## config.mk

```make
export PLATFORM = sky130hd
export DESIGN_NAME = sac_adc_ctrl
export DESIGN_NICKNAME = d
export VERILOG_FILES = /design/src/core/sac_trig_edge.v /design/src/core/sac_conv_timer.v /design/src/core/sac_adc_ctrl.v
export VERILOG_INCLUDE_DIRS = /design/src /design/src/common
export SDC_FILE = /design/constraint.sdc
export NUM_CORES = 1
export LEC_CHECK = 0
export BUFFER_PORTS_ARGS = -buffer_cell sky130_fd_sc_hd__buf_4
export CORE_MARGIN = 8
export CORE_UTILIZATION = 48
export CTS_BUF_LIST = sky130_fd_sc_hd__clkbuf_4 sky130_fd_sc_hd__clkbuf_8
export CTS_CLUSTER_SIZE = 20
export DETAILED_ROUTE_END_ITERATION = 6
export GPL_TIMING_DRIVEN = 0
export PLACE_DENSITY_LB_ADDON = 0.2
export SLEW_MARGIN = 15
export SYNTH_ARGS = -nofsm -noshare
export SYNTH_HDL_FRONTEND = slang
export SYNTH_SLANG_ARGS = --single-unit
```

## constraint.sdc

```tcl
create_clock -name aclk -period 2.4 [get_ports aclk]
set_clock_uncertainty 0.1 [all_clocks]
set_input_delay 0.12 -clock aclk [delete_from_list [all_inputs] [get_ports aclk]]
set_output_delay 0.12 -clock aclk [all_outputs]
set_load 0.02 [all_outputs]
```

## src/common/sac_map.vh

```
// register map, field positions, reset values and timing counts for the converter control
// assumes a 10 MHz aclk and an AXI4-Lite master with 32-bit data
//
// How it works
// result msbs high byte, two lsbs low[7:6]
// result held until next conversion completes
// result bytes survive reset
// mode register resets to 30 hex
// mode bit7 picks 62 or 31 cycles
// mode bit6 gates trigger pin starts
// trigger polarity from edge select register
// mode bits 5,4 read one, ignore writes
// channel field decodes to inputs 0-11
// software changes channel only while idle
// software one or trigger edge starts conversion
// completion loads result and clears flag together
// start flag reads one while converting
// writing zero to flag aborts conversion
// start bits 6-0 read one, reset 7F
// clock stop bit4 low means standby
// completion sets request, enable gates interrupt
// software waits 10 clocks after standby release
// software reads result only while idle
// trigger during conversion leaves it undisturbed
`ifndef SAC_MAP_VH
`define SAC_MAP_VH

`define SAC_ADDR_W 20
// register indices; byte address is four times the index
`define SAC_IDX_RES_HIGH 16'hFFC4
`define SAC_IDX_RES_LOW 16'hFFC5
`define SAC_IDX_MODE 16'hFFC6
`define SAC_IDX_START 16'hFFC7
`define SAC_IDX_CLK_STOP 16'hFFFA
`define SAC_IDX_EDGE_SEL 16'hFFF2
`define SAC_IDX_IRQ 16'hFFF6

`define SAC_MODE_RESET 8'h30
`define SAC_MODE_SPEED_BIT 7
`define SAC_MODE_TRIG_BIT 6
`define SAC_MODE_FIXED 8'h30
`define SAC_START_FIXED 8'h7F
`define SAC_START_FLAG_BIT 7
`define SAC_CLK_STOP_RESET 8'hFF
`define SAC_STANDBY_BIT 4
`define SAC_EDGE_SEL_RESET 8'h00
`define SAC_EDGE_BIT 4
`define SAC_IRQ_REQ_BIT 0
`define SAC_IRQ_EN_BIT 1

`define SAC_CLK_HZ 10000000
`define SAC_CONV_SLOW 62
`define SAC_CONV_FAST 31
`define SAC_STANDBY_WAIT 10

`define SAC_RESP_OKAY 2'h0
`define SAC_RESP_SLVERR 2'h2

`endif

```

## src/core/sac_trig_edge.v

```verilog
// synchroniser and edge detector for the external trigger pin
// assumes the pin is asynchronous to aclk
`timescale 1ns/1ps
module sac_trig_edge (
	input wire aclk,
	input wire aresetn,
	input wire pin,
	input wire rising_sel,
	output wire edge_pulse
);
	reg meta_reg;
	reg sync_reg;
	reg last_reg;

	always @(posedge aclk) begin
		if (!aresetn) begin
			meta_reg <= 1'b0;
			sync_reg <= 1'b0;
			last_reg <= 1'b0;
		end else begin
			meta_reg <= pin;
			sync_reg <= meta_reg;
			last_reg <= sync_reg;
		end
	end

	// polarity comes from bit 4 of the edge select register held in the control top
	assign edge_pulse = rising_sel ? (sync_reg & ~last_reg) : (~sync_reg & last_reg);
endmodule

```

## src/core/sac_conv_timer.v

```verilog
// conversion period counter; done pulses on the last cycle of a period
// assumes start is ignored while busy and abort wins over everything
`timescale 1ns/1ps
module sac_conv_timer #(
	parameter CNT_W = 7
) (
	input wire aclk,
	input wire aresetn,
	input wire run_en,
	input wire start,
	input wire abort,
	input wire [CNT_W-1:0] period,
	output wire busy,
	output wire done
);
	reg busy_reg;
	reg [CNT_W-1:0] cnt_reg;

	assign busy = busy_reg;
	assign done = busy_reg & run_en & ~abort & (cnt_reg == period - {{(CNT_W-1){1'b0}}, 1'b1});

	always @(posedge aclk) begin
		if (!aresetn) begin
			busy_reg <= 1'b0;
			cnt_reg <= {CNT_W{1'b0}};
		end else if (abort) begin
			busy_reg <= 1'b0;
			cnt_reg <= {CNT_W{1'b0}};
		end else if (done) begin
			busy_reg <= 1'b0;
			cnt_reg <= {CNT_W{1'b0}};
		end else if (busy_reg) begin
			// standby freezes the count rather than losing it
			if (run_en)
				cnt_reg <= cnt_reg + {{(CNT_W-1){1'b0}}, 1'b1};
		end else if (start) begin
			busy_reg <= 1'b1;
			cnt_reg <= {CNT_W{1'b0}};
		end
	end
endmodule

```

## src/core/sac_adc_ctrl.v

```verilog
// converter control top: AXI4-Lite register slave, start logic, result capture
// assumes the analog macro presents its 10-bit code on conv_raw at the end of the period
//
// Decided for this implementation: register access over AXI4-Lite.
`timescale 1ns/1ps
`include "sac_map.vh"
module sac_adc_ctrl (
	input wire aclk,
	input wire aresetn,
	input wire [`SAC_ADDR_W-1:0] s_axi_awaddr,
	input wire [2:0] s_axi_awprot,
	input wire s_axi_awvalid,
	output wire s_axi_awready,
	input wire [31:0] s_axi_wdata,
	input wire [3:0] s_axi_wstrb,
	input wire s_axi_wvalid,
	output wire s_axi_wready,
	output wire [1:0] s_axi_bresp,
	output wire s_axi_bvalid,
	input wire s_axi_bready,
	input wire [`SAC_ADDR_W-1:0] s_axi_araddr,
	input wire [2:0] s_axi_arprot,
	input wire s_axi_arvalid,
	output wire s_axi_arready,
	output wire [31:0] s_axi_rdata,
	output wire [1:0] s_axi_rresp,
	output wire s_axi_rvalid,
	input wire s_axi_rready,
	input wire trigger_pin,
	input wire [9:0] conv_raw,
	output wire [3:0] analog_channel,
	output wire channel_valid,
	output wire converting,
	output wire conv_done_irq
);
	localparam CNT_W = 7;
	localparam [CNT_W-1:0] PERIOD_SLOW = `SAC_CONV_SLOW;
	localparam [CNT_W-1:0] PERIOD_FAST = `SAC_CONV_FAST;

	////////////////////////////////////////////////////////////////////////////////
	// registers
	reg [7:0] mode_reg;
	reg flag_reg;
	reg [7:0] clk_stop_reg;
	reg [7:0] edge_sel_reg;
	reg req_reg;
	reg irq_en_reg;
	reg [9:0] result_reg;

	reg bvalid_reg;
	reg [1:0] bresp_reg;
	reg rvalid_reg;
	reg [1:0] rresp_reg;
	reg [31:0] rdata_reg;

	wire standby_n = clk_stop_reg[`SAC_STANDBY_BIT];
	wire speed_fast = mode_reg[`SAC_MODE_SPEED_BIT];
	wire trig_en = mode_reg[`SAC_MODE_TRIG_BIT];
	wire [3:0] channel_field = mode_reg[3:0];

	////////////////////////////////////////////////////////////////////////////////
	// write channel: address and data are taken together
	wire wr_go = s_axi_awvalid & s_axi_wvalid & ~bvalid_reg;
	wire [`SAC_ADDR_W-3:0] wr_idx = s_axi_awaddr[`SAC_ADDR_W-1:2];
	wire wr_lane0 = wr_go & s_axi_wstrb[0];
	wire [7:0] wbyte = s_axi_wdata[7:0];

	wire wr_mode = (wr_idx == `SAC_IDX_MODE);
	wire wr_start = (wr_idx == `SAC_IDX_START);
	wire wr_stop = (wr_idx == `SAC_IDX_CLK_STOP);
	wire wr_edge = (wr_idx == `SAC_IDX_EDGE_SEL);
	wire wr_irq = (wr_idx == `SAC_IDX_IRQ);
	wire wr_ro = (wr_idx == `SAC_IDX_RES_HIGH) | (wr_idx == `SAC_IDX_RES_LOW);
	wire wr_hit = wr_mode | wr_start | wr_stop | wr_edge | wr_irq | wr_ro;

	assign s_axi_awready = wr_go;
	assign s_axi_wready = wr_go;
	assign s_axi_bvalid = bvalid_reg;
	assign s_axi_bresp = bresp_reg;

	always @(posedge aclk) begin
		if (!aresetn) begin
			bvalid_reg <= 1'b0;
			bresp_reg <= `SAC_RESP_OKAY;
		end else if (wr_go) begin
			bvalid_reg <= 1'b1;
			bresp_reg <= wr_hit ? `SAC_RESP_OKAY : `SAC_RESP_SLVERR;
		end else if (s_axi_bready) begin
			bvalid_reg <= 1'b0;
		end
	end

	////////////////////////////////////////////////////////////////////////////////
	// start, abort and trigger
	wire trig_edge;
	wire timer_busy;
	wire timer_done;

	sac_trig_edge u_trig (
		.aclk(aclk),
		.aresetn(aresetn),
		.pin(trigger_pin),
		.rising_sel(edge_sel_reg[`SAC_EDGE_BIT]),
		.edge_pulse(trig_edge)
	);

	wire sw_set = wr_lane0 & wr_start & wbyte[`SAC_START_FLAG_BIT];
	wire sw_clear = wr_lane0 & wr_start & ~wbyte[`SAC_START_FLAG_BIT];
	wire hw_trig = trig_en & trig_edge & standby_n;
	// a start in the completion cycle is dropped; a running conversion
	// is never restarted, so a late edge leaves the flag and the count alone
	wire start_req = (sw_set | hw_trig) & standby_n & ~timer_busy;
	wire abort_req = sw_clear;

	sac_conv_timer #(
		.CNT_W(CNT_W)
	) u_timer (
		.aclk(aclk),
		.aresetn(aresetn),
		.run_en(standby_n),
		.start(start_req),
		.abort(abort_req),
		.period(speed_fast ? PERIOD_FAST : PERIOD_SLOW),
		.busy(timer_busy),
		.done(timer_done)
	);

	always @(posedge aclk) begin
		if (!aresetn) begin
			flag_reg <= 1'b0;
		end else if (abort_req) begin
			flag_reg <= 1'b0;
		end else if (start_req) begin
			flag_reg <= 1'b1;
		end else if (timer_done) begin
			flag_reg <= 1'b0;
		end
	end

	// no reset: the last result outlives a reset
	always @(posedge aclk) begin
		if (timer_done)
			result_reg <= conv_raw;
	end

	////////////////////////////////////////////////////////////////////////////////
	// control registers
	always @(posedge aclk) begin
		if (!aresetn) begin
			mode_reg <= `SAC_MODE_RESET;
			clk_stop_reg <= `SAC_CLK_STOP_RESET;
			edge_sel_reg <= `SAC_EDGE_SEL_RESET;
			irq_en_reg <= 1'b0;
		end else if (wr_lane0) begin
			if (wr_mode)
				mode_reg <= wbyte | `SAC_MODE_FIXED;
			if (wr_stop)
				clk_stop_reg <= wbyte;
			if (wr_edge)
				edge_sel_reg <= wbyte;
			if (wr_irq)
				irq_en_reg <= wbyte[`SAC_IRQ_EN_BIT];
		end
	end

	// request is sticky; completion wins over a software clear in the same cycle
	always @(posedge aclk) begin
		if (!aresetn)
			req_reg <= 1'b0;
		else if (timer_done)
			req_reg <= 1'b1;
		else if (wr_lane0 & wr_irq & ~wbyte[`SAC_IRQ_REQ_BIT])
			req_reg <= 1'b0;
	end

	assign conv_done_irq = req_reg & irq_en_reg;

	////////////////////////////////////////////////////////////////////////////////
	// read channel: answer one cycle after the address is taken
	wire [`SAC_ADDR_W-3:0] rd_idx = s_axi_araddr[`SAC_ADDR_W-1:2];
	wire rd_go = s_axi_arvalid & ~rvalid_reg;
	reg [7:0] rd_byte;
	reg rd_hit;

	always @* begin
		rd_byte = 8'h00;
		rd_hit = 1'b1;
		case (rd_idx)
			`SAC_IDX_RES_HIGH: rd_byte = result_reg[9:2];
			`SAC_IDX_RES_LOW: rd_byte = {result_reg[1:0], 6'h00};
			`SAC_IDX_MODE: rd_byte = mode_reg | `SAC_MODE_FIXED;
			`SAC_IDX_START: rd_byte = {flag_reg, 7'h00} | `SAC_START_FIXED;
			`SAC_IDX_CLK_STOP: rd_byte = clk_stop_reg;
			`SAC_IDX_EDGE_SEL: rd_byte = edge_sel_reg;
			`SAC_IDX_IRQ: rd_byte = {6'h00, irq_en_reg, req_reg};
			default: rd_hit = 1'b0;
		endcase
	end

	assign s_axi_arready = ~rvalid_reg;
	assign s_axi_rvalid = rvalid_reg;
	assign s_axi_rdata = rdata_reg;
	assign s_axi_rresp = rresp_reg;

	always @(posedge aclk) begin
		if (!aresetn) begin
			rvalid_reg <= 1'b0;
			rdata_reg <= 32'h00000000;
			rresp_reg <= `SAC_RESP_OKAY;
		end else if (rd_go) begin
			rvalid_reg <= 1'b1;
			rdata_reg <= {24'h000000, rd_byte};
			rresp_reg <= rd_hit ? `SAC_RESP_OKAY : `SAC_RESP_SLVERR;
		end else if (s_axi_rready) begin
			rvalid_reg <= 1'b0;
		end
	end

	////////////////////////////////////////////////////////////////////////////////
	// analog side: upper pair 00 selects nothing
	reg [3:0] chan_reg;
	reg chan_valid_reg;
	always @(posedge aclk) begin
		if (!aresetn) begin
			chan_reg <= 4'h0;
			chan_valid_reg <= 1'b0;
		end else begin
			chan_reg <= {2'h0, channel_field[1:0]} + {channel_field[3:2] - 2'h1, 2'h0};
			chan_valid_reg <= (channel_field[3:2] != 2'h0);
		end
	end

	assign analog_channel = chan_reg;
	assign channel_valid = chan_valid_reg;
	assign converting = flag_reg;
endmodule

```

==> After elaboration in Yosys (flattened, before gate mapping) <==
Cells that the tools add are included.
{ "word_totals": {"register_bits": 65, "in_bits": 100, "out_inout_bits": 48, "word_cells": 107} }
{ "classes": {"n_addsub": 4, "n_eq_ne": 16, "mux": 19, "n_bitwise": 35, "n_reduce_logical": 14} }
{ "op_table": {"columns": ["op", "count"], "rows": [
  ["$eq A18 B16 Y1 const B", 14],
  ["$pmux W8 S7", 1],
  ["$mux W7", 3],
  ["$and A1 B1 Y1", 19],
  ["$mux W1", 12],
  ["$reduce_bool A2 Y1", 6],
  ["$reduce_and A2 Y1", 5],
  ["$not A1 Y1", 9],
  ["$add A7 B1 Y7 const B", 1],
  ["$eq A7 B7 Y1", 1],
  ["$or A1 B1 Y1", 7],
  ["$reduce_or A7 Y1", 1],
  ["$sub A6 B1 Y7 const B", 1],
  ["$mux W6", 1],
  ["$add A2 B4 Y4", 1],
  ["$mux W2", 2],
  ["$reduce_or A3 Y1", 1],
  ["$ne A2 B2 Y1 const B", 1],
  ["$reduce_or A2 Y1", 1],
  ["$sub A2 B1 Y2 const B", 1]
]} }

==> Depth between registers and ports, before layout <==
Gate-level depths: netlist of run 1.
{ "logic_depth": {"ltp_word": 10, "ltp_mapped": 6, "depth_no_buf": 6} }

==> Hierarchy <==
A second synthesis of run 1 with hierarchy kept.
{ "unflattened": {"hier_cells": 387, "hier_area_um2": 3465.8} }
{ "modules_own_cells": {"columns": ["module", "n_inst", "cells_each", "area_each_um2", "seq_area_each_um2"], "rows": [
  ["sac_adc_ctrl", 1, 302, 2776.4, 1141.1],
  ["sac_conv_timer", 1, 76, 586.8, 160.2],
  ["sac_trig_edge", 1, 9, 102.6, 60.1]
]} }

==> Worst setup path before layout of run 1 <==
OpenSTA, ideal clock, no wires.
{ "synth_timing": {"path_type": "register -> register", "start": "reg bvalid_reg, in the netlist s_axi_bvalid", "end": "reg mode_reg[2]", "setup_ps": 116, "arrival_time_ps": 1774, "t_required_ps": 2184, "slack_ps": 410, "stages_incl_launch_ff": 7, "n_path_buf": 1, "period_less_slack_ps": 1990, "cell_sequence": "dfxtp_1 -> nand4b_1 -> or4_1 -> or3b_1 -> buf_6 -> mux2i_1 -> nor2b_1"} }
{ "synth_via": {"elab_chain_len": 4} }
{ "synth_rtl": {"columns": ["element", "line", "text"], "rows": [
  ["start: declaration", "sac_adc_ctrl.v:50", "reg bvalid_reg;"],
  ["start signal: assignment", "sac_adc_ctrl.v:83", "bvalid_reg <= 1'b0;"],
  ["start signal: assignment", "sac_adc_ctrl.v:86", "bvalid_reg <= 1'b1;"],
  ["start signal: assignment", "sac_adc_ctrl.v:89", "bvalid_reg <= 1'b0;"],
  ["$not A1 Y1", "sac_adc_ctrl.v:63", "wire wr_go = s_axi_awvalid & s_axi_wvalid & ~bvalid_reg;"],
  ["$and A1 B1 Y1", "sac_adc_ctrl.v:63", null],
  ["$and A1 B1 Y1", "sac_adc_ctrl.v:65", "wire wr_lane0 = wr_go & s_axi_wstrb[0];"],
  ["$reduce_and A2 Y1 (no line)", null, null],
  ["end signal: assignment", "sac_adc_ctrl.v:150", "mode_reg <= `SAC_MODE_RESET;"],
  ["end signal: assignment", "sac_adc_ctrl.v:156", "mode_reg <= wbyte | `SAC_MODE_FIXED;"],
  ["end: declaration", "sac_adc_ctrl.v:42", "reg [7:0] mode_reg;"]
]} }
No other way between the ends.
A chain may end at the register's enable or synchronous reset.

==> Worst setup path in the final report of run 1 <==
{ "layout_timing": {"start": "reg bvalid_reg, in the netlist s_axi_bvalid", "end": "reg edge_sel_reg[5]"} }
{ "layout_via": {"elab_chain_len": 4} }
{ "layout_rtl": {"columns": ["element", "line", "text"], "rows": [
  ["$not A1 Y1", "sac_adc_ctrl.v:63", null],
  ["$and A1 B1 Y1", "sac_adc_ctrl.v:63", null],
  ["$and A1 B1 Y1", "sac_adc_ctrl.v:65", null],
  ["$reduce_and A2 Y1 (no line)", null, null],
  ["end signal: assignment", "sac_adc_ctrl.v:152", "edge_sel_reg <= `SAC_EDGE_SEL_RESET;"],
  ["end signal: assignment", "sac_adc_ctrl.v:160", "edge_sel_reg <= wbyte;"],
  ["end: declaration", "sac_adc_ctrl.v:45", "reg [7:0] edge_sel_reg;"]
]} }
No other way between the ends.

==> out/results.tsv, run 1 <==
metric	value	unit
VDD IR max	0.288	mV
warnings from Yosys	0	
commonest non-fill, non-tap cell in the layout	buf_4	
final slew viol count	0	
Die Wd	95.8	um
final setup violation count	0	
Max Clock Freq	0.470	GHz
WP buf/inv	1	
HP Class	in2reg	
CP Max Fanout	8	
Final #Nets	555	
EDFF count, synth	10	
highest metal used	met4	
Sw Share	26.6	%
startpoint types	flip-flop	
final hold vios	0	
clock sinks	63	
CP arrival	2270	ps
Tmin final	2130	ps
row cnt	29	
Layout fillers	534	
max reg flops	10	
Worst EP required	2540	ps
diode count	0	
total track usage	18.2	%
crit-path cells	nand4b_1 > or4_1 > nor4b_1 > buf_4 > mux2i_1 > nor2b_1	
CTS H-tree depth	3	
largest net degree at the start of global routing	13	
WS Path Type	reg2reg	
Comb pwr share	13.5	%
Initial Utilization	49.0	%
critical path capture point type	flip-flop	
Root Buffer Master	clkbuf_8	
max_slew headroom	46.2	%
Gate Count Post-Synth	311	
Layout area overhead	40.0	%
met1 WL	3.51	mm
Yosys reg bits	63	
Syn Area/Cell	9.84	um^2
Least-Margin Pin Slew	802	ps
PwrDens	513	nW/um^2
# DRC	0	
wire per inst	15.0	um
RSZ-0062 raised after global routing	no	
initial antenna violation count	0	
layout cell share with drive strength beyond 1	29.9	%
max-cap violations	0	
CP peak stage delay	520	ps
RD Place Congestion	0.793	
grt ovf	0	
first-pass GRT wire length	13.0	mm
Mapped Area	3060	um^2
Die Height	95.8	um
DR pass1 iterations	4	
DRT iter0 DRCs	133	
DPL Wire Length	5.95	mm
met2 WL post-DR	3.50	mm
Clock power frac	37.2	%
Ports	148	
vias	2717	
Placeable Area	6240	um^2
slowest CP cell	or4_1	
NetSw	583	uW
Tcrit/Tclk final	88.7	%
leakage	1.91	nW
most frequent cells in the layout	buf_4, dfxtp_1, mux2i_1	
Top delay family on crit path	simple AND/OR/NAND/NOR gates	
run status	finished clean	
drt via density	5.08	
Netlist cell types	49	
met3 routed WL	879	um
Synth Flop Type	dfxtp_1	
PnR worst setup slack	271	ps
internal power	1.61	mW
total CTS buffers	9	
clock buffer depth	2	
CTS tree	built	
DP Worst Slack	-143	ps
DIE AREA	9180	um^2
register share of total power	49.4	%
Post-Route Utilization	68.6	%
Post-DRT Antenna Nets	0	
register area share after synthesis	44.5	%
Routed Wire Length	8.01	mm
Clk Latency, worst-skew pair	350	ps
Synth async-reset ratio	0	%
vias in the first global route	2747	
Port Buffer Count	84	
register clock-pin slew on the reported worst setup and hold paths	80	ps
-- per-layer routing --
layer  vias up  track usage, %
li1       1353               -
met1      1243            22.0
met2       110            28.1
met3        11            6.86
met4         0            8.45
met5         -               0
-- worst register-to-register path, delay by kind of cell (launching register included) --
kind          cells  cell delay (ps)
mux               1              210
flops             1              350
simple gates      4             1100
buf+inv           1              270
-- worst paths after layout --
path                                                 start                      endpoint  slack, ps  depth (start not counted)
worst max-delay path             s_axi_bvalid$_SDFFE_PN0P_  edge_sel_reg[5]$_SDFFE_PN0P_        270                          6
worst min-delay path                       s_axi_awaddr[5]   s_axi_bresp[1]$_SDFFE_PN0N_         30                          3
worst max register to register   s_axi_bvalid$_SDFFE_PN0P_  edge_sel_reg[5]$_SDFFE_PN0P_        270                          6
worst min register to register  u_trig.meta_reg$_SDFF_PN0_    u_trig.sync_reg$_SDFF_PN0_        360                          1
-- cell type report --
cell class	instances	area [um^2]	area share (%)
well taps	77	96.3	2.25
plain buffers	41	268	6.25
clock buffers	9	124	2.89
clock inverters	7	46.3	1.08
flip-flops and latches	63	1360	31.8
repair buffers	106	851	19.9
multi-input cells	227	1520	35.5
inverters	5	18.8	0.438
-- synth_stat cells, drive strengths merged (2+ instances only) --
cell	n	share of area (%)
a211oi	2	0.49
a21oi	10	1.6
a22o	8	2.3
a22oi	2	0.49
a31oi	4	0.82
and2	7	1.4
and3	3	0.61
buf	31	7.5
clkbuf	10	1.2
dfxtp	53	35
edfxtp	10	9.8
ha	2	0.82
inv	5	0.61
mux2i	33	11
nand2	21	2.6
nand3	7	1.1
nand4	3	0.61
nand4b	8	2.3
nor2	10	1.2
nor2b	28	5.7
nor3	6	0.98
nor4	3	1.1
nor4bb	2	0.65
o21a	3	0.74
o21ai	15	2.5
o221ai	5	1.4
or3	2	0.41
or3b	2	0.57
-- stage by stage --
step / instances / hold WS, ps / power [mW] / instance area (um^2) / setup TNS, ps
final: 535 / 28.0 / 2.20 / 4280 / 0
after floorplan: 336 / 119 / 1.25 / 3150 / 0
after detailed placement: 497 / 199 / 1.37 / 3880 / -1460
after CTS: 535 / 17.1 / 2.21 / 4270 / 0
after global placement: 497 / 199 / 1.37 / 3880 / -969
after global routing: 535 / 35.8 / 2.29 / 4280 / 0
-- what timing repair did --
action | in CTS | in global routing
buffers inserted | 0 | 0
endpoints found under the setup margin | 11 | 15
resized for setup | 1 | 2
pin swaps | 0 | 0
hold buffers | 22 | 0
endpoints found under the hold margin | 36 | 0
-- kinds of logic (layout without fill, tap and decap cells) --
kind of cell	count (synthesis)	in the layout	share of synthesized area, %
simple gates	109	109	21.2
flops	63	63	44.5
compound gates	54	54	11.8
buf+inv	46	168	9.37
mux	35	35	11.9
fa+ha+maj	2	2	0.818
other cells	1	26	0.123
xor+xnor	1	1	0.286
-- power groups by stage --
stage               Sequential [mW]  Combinational, mW  Clock (mW)
floorplan                      1.12              0.133           0
global placement               1.11              0.261           0
detailed placement             1.11              0.263           0
CTS                            1.08              0.293       0.829
global route                   1.09              0.320       0.884
finish                         1.08              0.296       0.816
No activity file was read; power rests on OpenSTA's default activity.
==> run 2: changes to the inputs <==
--- a/config.mk
+++ b/config.mk
@@ -6,9 +6,10 @@
 export SDC_FILE = /design/constraint.sdc
 export NUM_CORES = 1
 export LEC_CHECK = 0
+export ABC_AREA = 1
 export BUFFER_PORTS_ARGS = -buffer_cell sky130_fd_sc_hd__buf_4
 export CORE_MARGIN = 8
-export CORE_UTILIZATION = 48
+export CORE_UTILIZATION = 50
 export CTS_BUF_LIST = sky130_fd_sc_hd__clkbuf_4 sky130_fd_sc_hd__clkbuf_8
 export CTS_CLUSTER_SIZE = 20
 export DETAILED_ROUTE_END_ITERATION = 6
==> run 2 against run 1 <==
Against the previous run: via count is 31% higher; first-iteration DRC count up 57%; cell area is 11% higher; critical path depth is the same; area after synthesis is 14% higher; fmax up 6.5%; critical endpoint is now result_reg[2]$_DFFE_PP_; largest power group unchanged.
==> out/results.tsv, run 2 <==
metric	value	unit	change
DR pass1 iterations	4		unchanged
leakage	2.39	nW	+25%
register clock-pin slew on the reported worst setup and hold paths	70	ps	about the same
Ports	148		unchanged
Layout area overhead	36.3	%	
synth cell count leaders	nand2_1, inv_1, nor2_1		
Die Wd	99.5	um	+3.8%
clock buffer depth	2		unchanged
max_slew headroom	56.2	%	+10 points
Yosys reg bits	63		unchanged
most frequent cells in the layout	buf_4, nand2_1, inv_1		
largest net degree at the start of global routing	11		-2
total CTS buffers	9		unchanged
internal power	1.83	mW	+14%
Gate Count Post-Synth	496		+59%
diode count	0		unchanged
setup bufs post-CTS	0		unchanged
run status	finished clean		
max reg flops	10		unchanged
DRT iter0 DRCs	209		+57%
warnings from Yosys	0		unchanged
vias	3546		+31%
register share of total power	45.0	%	-4.4 points
grt ovf	0		unchanged
CTS H-tree depth	3		unchanged
EDFF count, synth	10		unchanged
startpoint types	flip-flop		
Routed Wire Length	9.53	mm	+19%
Sw Share	23.9	%	-2.7 points
hold_ws	39.5	ps	+11.5 ps
Setup TNS Final	0	ps	unchanged
met3 routed WL	798	um	-9.2%
placed cell area	4310	um^2	+11%
met2 WL post-DR	4.82	mm	+38%
cell taking the most area after synthesis	dfxtp_1		
final setup violation count	0		unchanged
total track usage	19.5	%	+1.3 points
Mapped Area	3490	um^2	+14%
Initial Utilization	51.6	%	+2.6 points
# DRC	0		unchanged
met1 WL	3.77	mm	+7.3%
Syn Area/Cell	7.03	um^2	-29%
final hold vios	0		unchanged
Final #Nets	741		+34%
row cnt	30		+3.4%
Comb pwr share	13.3	%	-0.2 points
CTS tree	built		
highest metal used	met4		
drt via density	4.90		-3.6%
synth top area cells	dfxtp_1, nand2_1, edfxtp_1		
first-pass GRT wire length	15.8	mm	+22%
Clk Latency, worst-skew pair	340	ps	about the same
top-count cell post-synth	nand2_1		
CP arrival	1900	ps	-370 ps
WS Path Type	reg2reg		
Max Clock Freq	0.500	GHz	+6.5%
final slew viol count	0		unchanged
Port Buffer Count	84		unchanged
Placeable Area	6760	um^2	+8.3%
wire per inst	13.2	um	-12%
Clock power frac	41.7	%	+4.5 points
RD Place Congestion	0.855		+7.7%
layout cell share with drive strength beyond 1	25.3	%	-4.6 points
Synth top area share	30.4	%	-4.2 points
DPL Wire Length	7.22	mm	+21%
Synth Flop Type	dfxtp_1		
commonest non-fill, non-tap cell in the layout	buf_4		
Synth async-reset ratio	0	%	unchanged
VDD IR max	0.440	mV	+53%
initial antenna violation count	0		unchanged
critical path capture point type	flip-flop		
fin area	4750	um^2	+11%
Worst EP required	2300	ps	-240 ps
Tmin final	2000	ps	-129 ps
vias in the first global route	3630		+32%
CP Max Fanout	10		+2
DIE AREA	9900	um^2	+7.8%
clock sinks	63		unchanged
PwrDens	507	nW/um^2	-1.1%
HP Class	in2reg		
PnR worst setup slack	400	ps	+129 ps
NetSw	575	uW	-1.4%
Post-DRT Antenna Nets	0		unchanged
Die Height	99.5	um	+3.8%
Root Buffer Master	clkbuf_8		
RSZ-0062 raised after global routing	no		
Netlist cell types	38		-22%
DP Worst Slack	422	ps	+564 ps
Tcrit/Tclk final	83.3	%	-5.4 points
max-cap violations	0		unchanged
register area share after synthesis	39.1	%	-5.4 points
Least-Margin Pin Slew	657	ps	-145 ps
-- run 2: cell types whose count changed in the layout (fill, tap and decap cells not counted), moves of 27 or more --
cell and change:
nor2b_1 -27, inv_1 +67, mux2i_1 -33, nand3_1 +28, nor2_1 +49, nand2_1 +87
-- run 2: path summary, 6_finish.rpt --
check                                     from  slack [ps]  cells past startpoint                          end
setup / recovery  clk_stop_reg[4]$_SDFFE_PN1P_         400                      6      result_reg[2]$_DFFE_PP_
setup reg to reg  clk_stop_reg[4]$_SDFFE_PN1P_         400                      6      result_reg[2]$_DFFE_PP_
hold / removal                 s_axi_awaddr[5]          40                      4  s_axi_bresp[1]$_SDFFE_PN0N_
hold reg to reg     u_trig.meta_reg$_SDFF_PN0_         320                      2   u_trig.sync_reg$_SDFF_PN0_
-- run 2: power by group through the flow --
stage	clock, mW	sequential [mW]	combinational, mW
final	1.01	1.08	0.320
after global routing	1.06	1.08	0.347
after CTS	1.02	1.08	0.315
after detailed placement	0	1.11	0.286
after global placement	0	1.11	0.280
after floorplan	0	1.11	0.151
-- run 2: through the flow --
| stage | cells | util (%) | total power, mW |
|---|---|---|---|
| 2_1_floorplan | 521 | - | 1.27 |
| 3_3_place_gp | 685 | 63.8 | 1.39 |
| 3_5_place_dp | 685 | 63.8 | 1.39 |
| 4_1_cts | 724 | 70.3 | 2.42 |
| 5_1_grt | 724 | 70.3 | 2.49 |
| 6_report | 724 | 70.3 | 2.41 |
-- run 2: layer usage --
| layer | global-route usage, % | vias to the layer above |
|---|---|---|
| li1 | - | 1809 |
| met5 | 0 | - |
| met2 | 35.4 | 114 |
| met3 | 6.77 | 15 |
| met1 | 20.4 | 1608 |
| met4 | 6.64 | 0 |
-- run 2: what timing repair did --
action,4_1_cts,5_1_grt
hold buffers,23,0
setup endpoints to repair,0,0
hold endpoints to repair,32,0
resized for setup,0,0
-- run 2: area by class of cell --
type	instances	area, um^2
Inverter	75	282
Buffer	37	263
Timing Repair Buffer	107	861
Multi-Input combinational cell	346	1670
Tap cell	80	100
Clock inverter	5	72.6
Fill cell	571	2000
Clock buffer	11	139
Sequential cell	63	1360
-- run 2: worst max-delay path: stages (launching register included) --
cell	delay [ps]
dfxtp_1	430
nand2_1	220
nor3_1	260
nand3_1	100
inv_1	100
nand2_1	100
inv_1	340
-- run 2: kinds of logic after synthesis --
logic type	Yosys count	share of synthesized area [%]
AO/OA/AOI/OAI	75	12.1
flip-flops	63	39.1
XOR/XNOR	1	0.251
buffers and inverters	112	15.6
other	1	0.108
AND/OR/NAND/NOR	242	32.2
adder cells (fa/ha/maj)	2	0.718
==> run 3: changes to the inputs <==
--- a/config.mk
+++ b/config.mk
@@ -9,7 +9,7 @@
 export ABC_AREA = 1
 export BUFFER_PORTS_ARGS = -buffer_cell sky130_fd_sc_hd__buf_4
 export CORE_MARGIN = 8
-export CORE_UTILIZATION = 50
+export CORE_UTILIZATION = 45
 export CTS_BUF_LIST = sky130_fd_sc_hd__clkbuf_4 sky130_fd_sc_hd__clkbuf_8
 export CTS_CLUSTER_SIZE = 20
 export DETAILED_ROUTE_END_ITERATION = 6
==> constraint.sdc (replaced) <==
create_clock -name aclk -period 1.7 [get_ports aclk]
set_clock_uncertainty 0.1 [all_clocks]
set_input_delay 0.085 -clock aclk [delete_from_list [all_inputs] [get_ports aclk]]
set_output_delay 0.085 -clock aclk [all_outputs]
set_load 0.02 [all_outputs]
==> run 3 against run 2 <==
Against the previous run: critical path depth unchanged; combinational power is 41% higher; via count is 1.2% higher; clock-buffer cell count is 2 lower; cell area is 2.1% higher; global-route usage shrank 2.1 points; clock power increased by 48%; largest cell class unchanged; highest routed layer unchanged.
==> out/results.tsv, run 3 (synthesized netlist as in run 2, its figures left out) <==
metric	value	unit	change
run status	finished clean		
largest net degree at the start of global routing	14		+3
PwrDens	714	nW/um^2	+41%
layout cell share with drive strength beyond 1	27.9	%	+2.6 points
HP Class	in2reg		
final slew viol count	0		unchanged
total CTS buffers	9		unchanged
RD Place Congestion	0.830		-2.9%
final setup violation count	0		unchanged
critical path capture point type	flip-flop		
Routed Wire Length	9.52	mm	-0.14%
max-cap violations	0		unchanged
Placed Instances	707		+3.2%
initial antenna violation count	0		unchanged
fin area	4850	um^2	+2.1%
leakage	2.40	nW	+0.27%
Ports	148		unchanged
startpoint types	flip-flop		
total track usage	17.4	%	-2.1 points
post-route insts no fill	750		+3.6%
WS Path Type	reg2reg		
Layout area overhead	39.2	%	
clock sinks	63		unchanged
Placeable Area	7610	um^2	+13%
DRT iter0 DRCs	189		-9.6%
VDD IR max	0.649	mV	+48%
Final #Nets	745		+0.54%
Least-Margin Pin Slew	611	ps	-46.0 ps
first-pass GRT wire length	15.9	mm	+1.0%
Root Buffer Master	clkbuf_8		
grt ovf	0		unchanged
row cnt	32		+6.7%
Tmin final	1640	ps	-362 ps
# DRC	0		unchanged
Die Height	104	um	+4.5%
total power	3.47	mW	+44%
CTS H-tree depth	3		unchanged
CP arrival	1620	ps	-280 ps
RSZ-0062 raised after global routing	no		
Post-DRT Antenna Nets	0		unchanged
max_slew headroom	59.3	%	+3.1 points
CP Max Fanout	5		-5
max reg flops	10		unchanged
placed cell area	4340	um^2	+0.64%
Max Clock Freq	0.610	GHz	+22%
Port Buffer Count	84		unchanged
Worst EP required	1680	ps	-620 ps
drt via density	4.79		-2.3%
Clk Latency, worst-skew pair	350	ps	about the same
DR pass1 iterations	4		unchanged
CTS tree	built		
Initial Utilization	45.8	%	-5.8 points
most frequent cells in the layout	buf_4, nand2_1, inv_1		
wire per inst	12.7	um	-3.6%
diode count	0		unchanged
register clock-pin slew on the reported worst setup and hold paths	80	ps	about the same
commonest non-fill, non-tap cell in the layout	buf_4		
DPL Wire Length	7.17	mm	-0.76%
final hold vios	0		unchanged
vias in the first global route	3616		-0.39%
DIE AREA	10800	um^2	+9.3%
Tcrit/Tclk final	96.4	%	+13 points
vias	3590		+1.2%
Die Wd	104	um	+4.5%
Layout fillers	681		+19%
clock buffer depth	2		unchanged
-- run 3: changes by cell type in the layout (fill, tap and decap cells not counted), moves of 2 or more --
cell,change
inv_2,+2
nand2_1,-2
inv_1,-3
dfxtp_2,+4
dfxtp_1,-4
inv_6,+2
buf_4,+5
clkbuf_4,-2
clkinv_4,+3
clkinv_1,-2
clkinvlp_4,+2
-- run 3: worst paths after layout --
kind,startpoint,end,slack [ps],cells after the start
hold reg to reg,u_trig.meta_reg$_SDFF_PN0_,u_trig.sync_reg$_SDFF_PN0_,320,2
setup reg to reg,s_axi_bvalid$_SDFFE_PN0P_,result_reg[8]$_DFFE_PP_,60,6
hold / removal,s_axi_awaddr[5],s_axi_bresp[1]$_SDFFE_PN0N_,7,4
setup / recovery,s_axi_bvalid$_SDFFE_PN0P_,result_reg[8]$_DFFE_PP_,60,6
-- run 3: per-layer routing --
layer | share of wire, % | vias up | global-route usage, %
met5 | 0 | - | 0
met3 | 6.7 | 18 | 5.58
met2 | 50 | 122 | 31.3
li1 | - | 1821 | -
met4 | 1.6 | 0 | 4.96
met1 | 42 | 1629 | 19.1
-- run 3: critical path, stage by stage, from the launching register on --
cell and delay [ps]:
dfxtp_2 330, inv_2 50, nand4_1 110, nor2_2 180, nand4_1 210, nand2_4 190
clkinvlp_4 190
-- run 3: per-stage QoR --
| stage | setup TNS [ps] | utilization, % | hold slack [ps] | setup slack [ps] |
|---|---|---|---|---|
| after global routing | 0 | 63.8 | 20.4 | 2.60 |
| after global placement | -2580 | 57.0 | 163 | -249 |
| after floorplan | 0 | - | 82.6 | 106 |
| after CTS | 0 | 63.5 | 6.45 | 3.80 |
| after detailed placement | -2580 | 57.0 | 165 | -243 |
| final | 0 | 63.8 | 6.63 | 61.8 |
-- run 3: cell type report --
| type | count | area, um^2 | share of cell area, % |
|---|---|---|---|
| multi-input combinational | 346 | 1690 | 34.9 |
| sequential | 63 | 1370 | 28.2 |
| timing repair buffer | 110 | 881 | 18.2 |
| inverter | 75 | 285 | 5.88 |
| buffer | 37 | 265 | 5.47 |
| tap | 102 | 128 | 2.63 |
| clock buffer | 9 | 124 | 2.55 |
| clock inverter | 7 | 104 | 2.14 |
| timing repair inverter | 1 | 7.51 | 0.155 |
-- run 3: where the power goes --
group / switching, mW / internal, mW
clock: 0.645 / 0.842
combinational: 0.232 / 0.219
sequential: 0.00508 / 1.52
-- run 3: what timing repair did --
item,in CTS,in global routing
pin swaps,3,5
hold buffers,22,0
endpoints found under the setup margin,17,23
endpoints found under the hold margin,37,0
buffers inserted,3,1
resized for setup,6,10
cloned,1,0
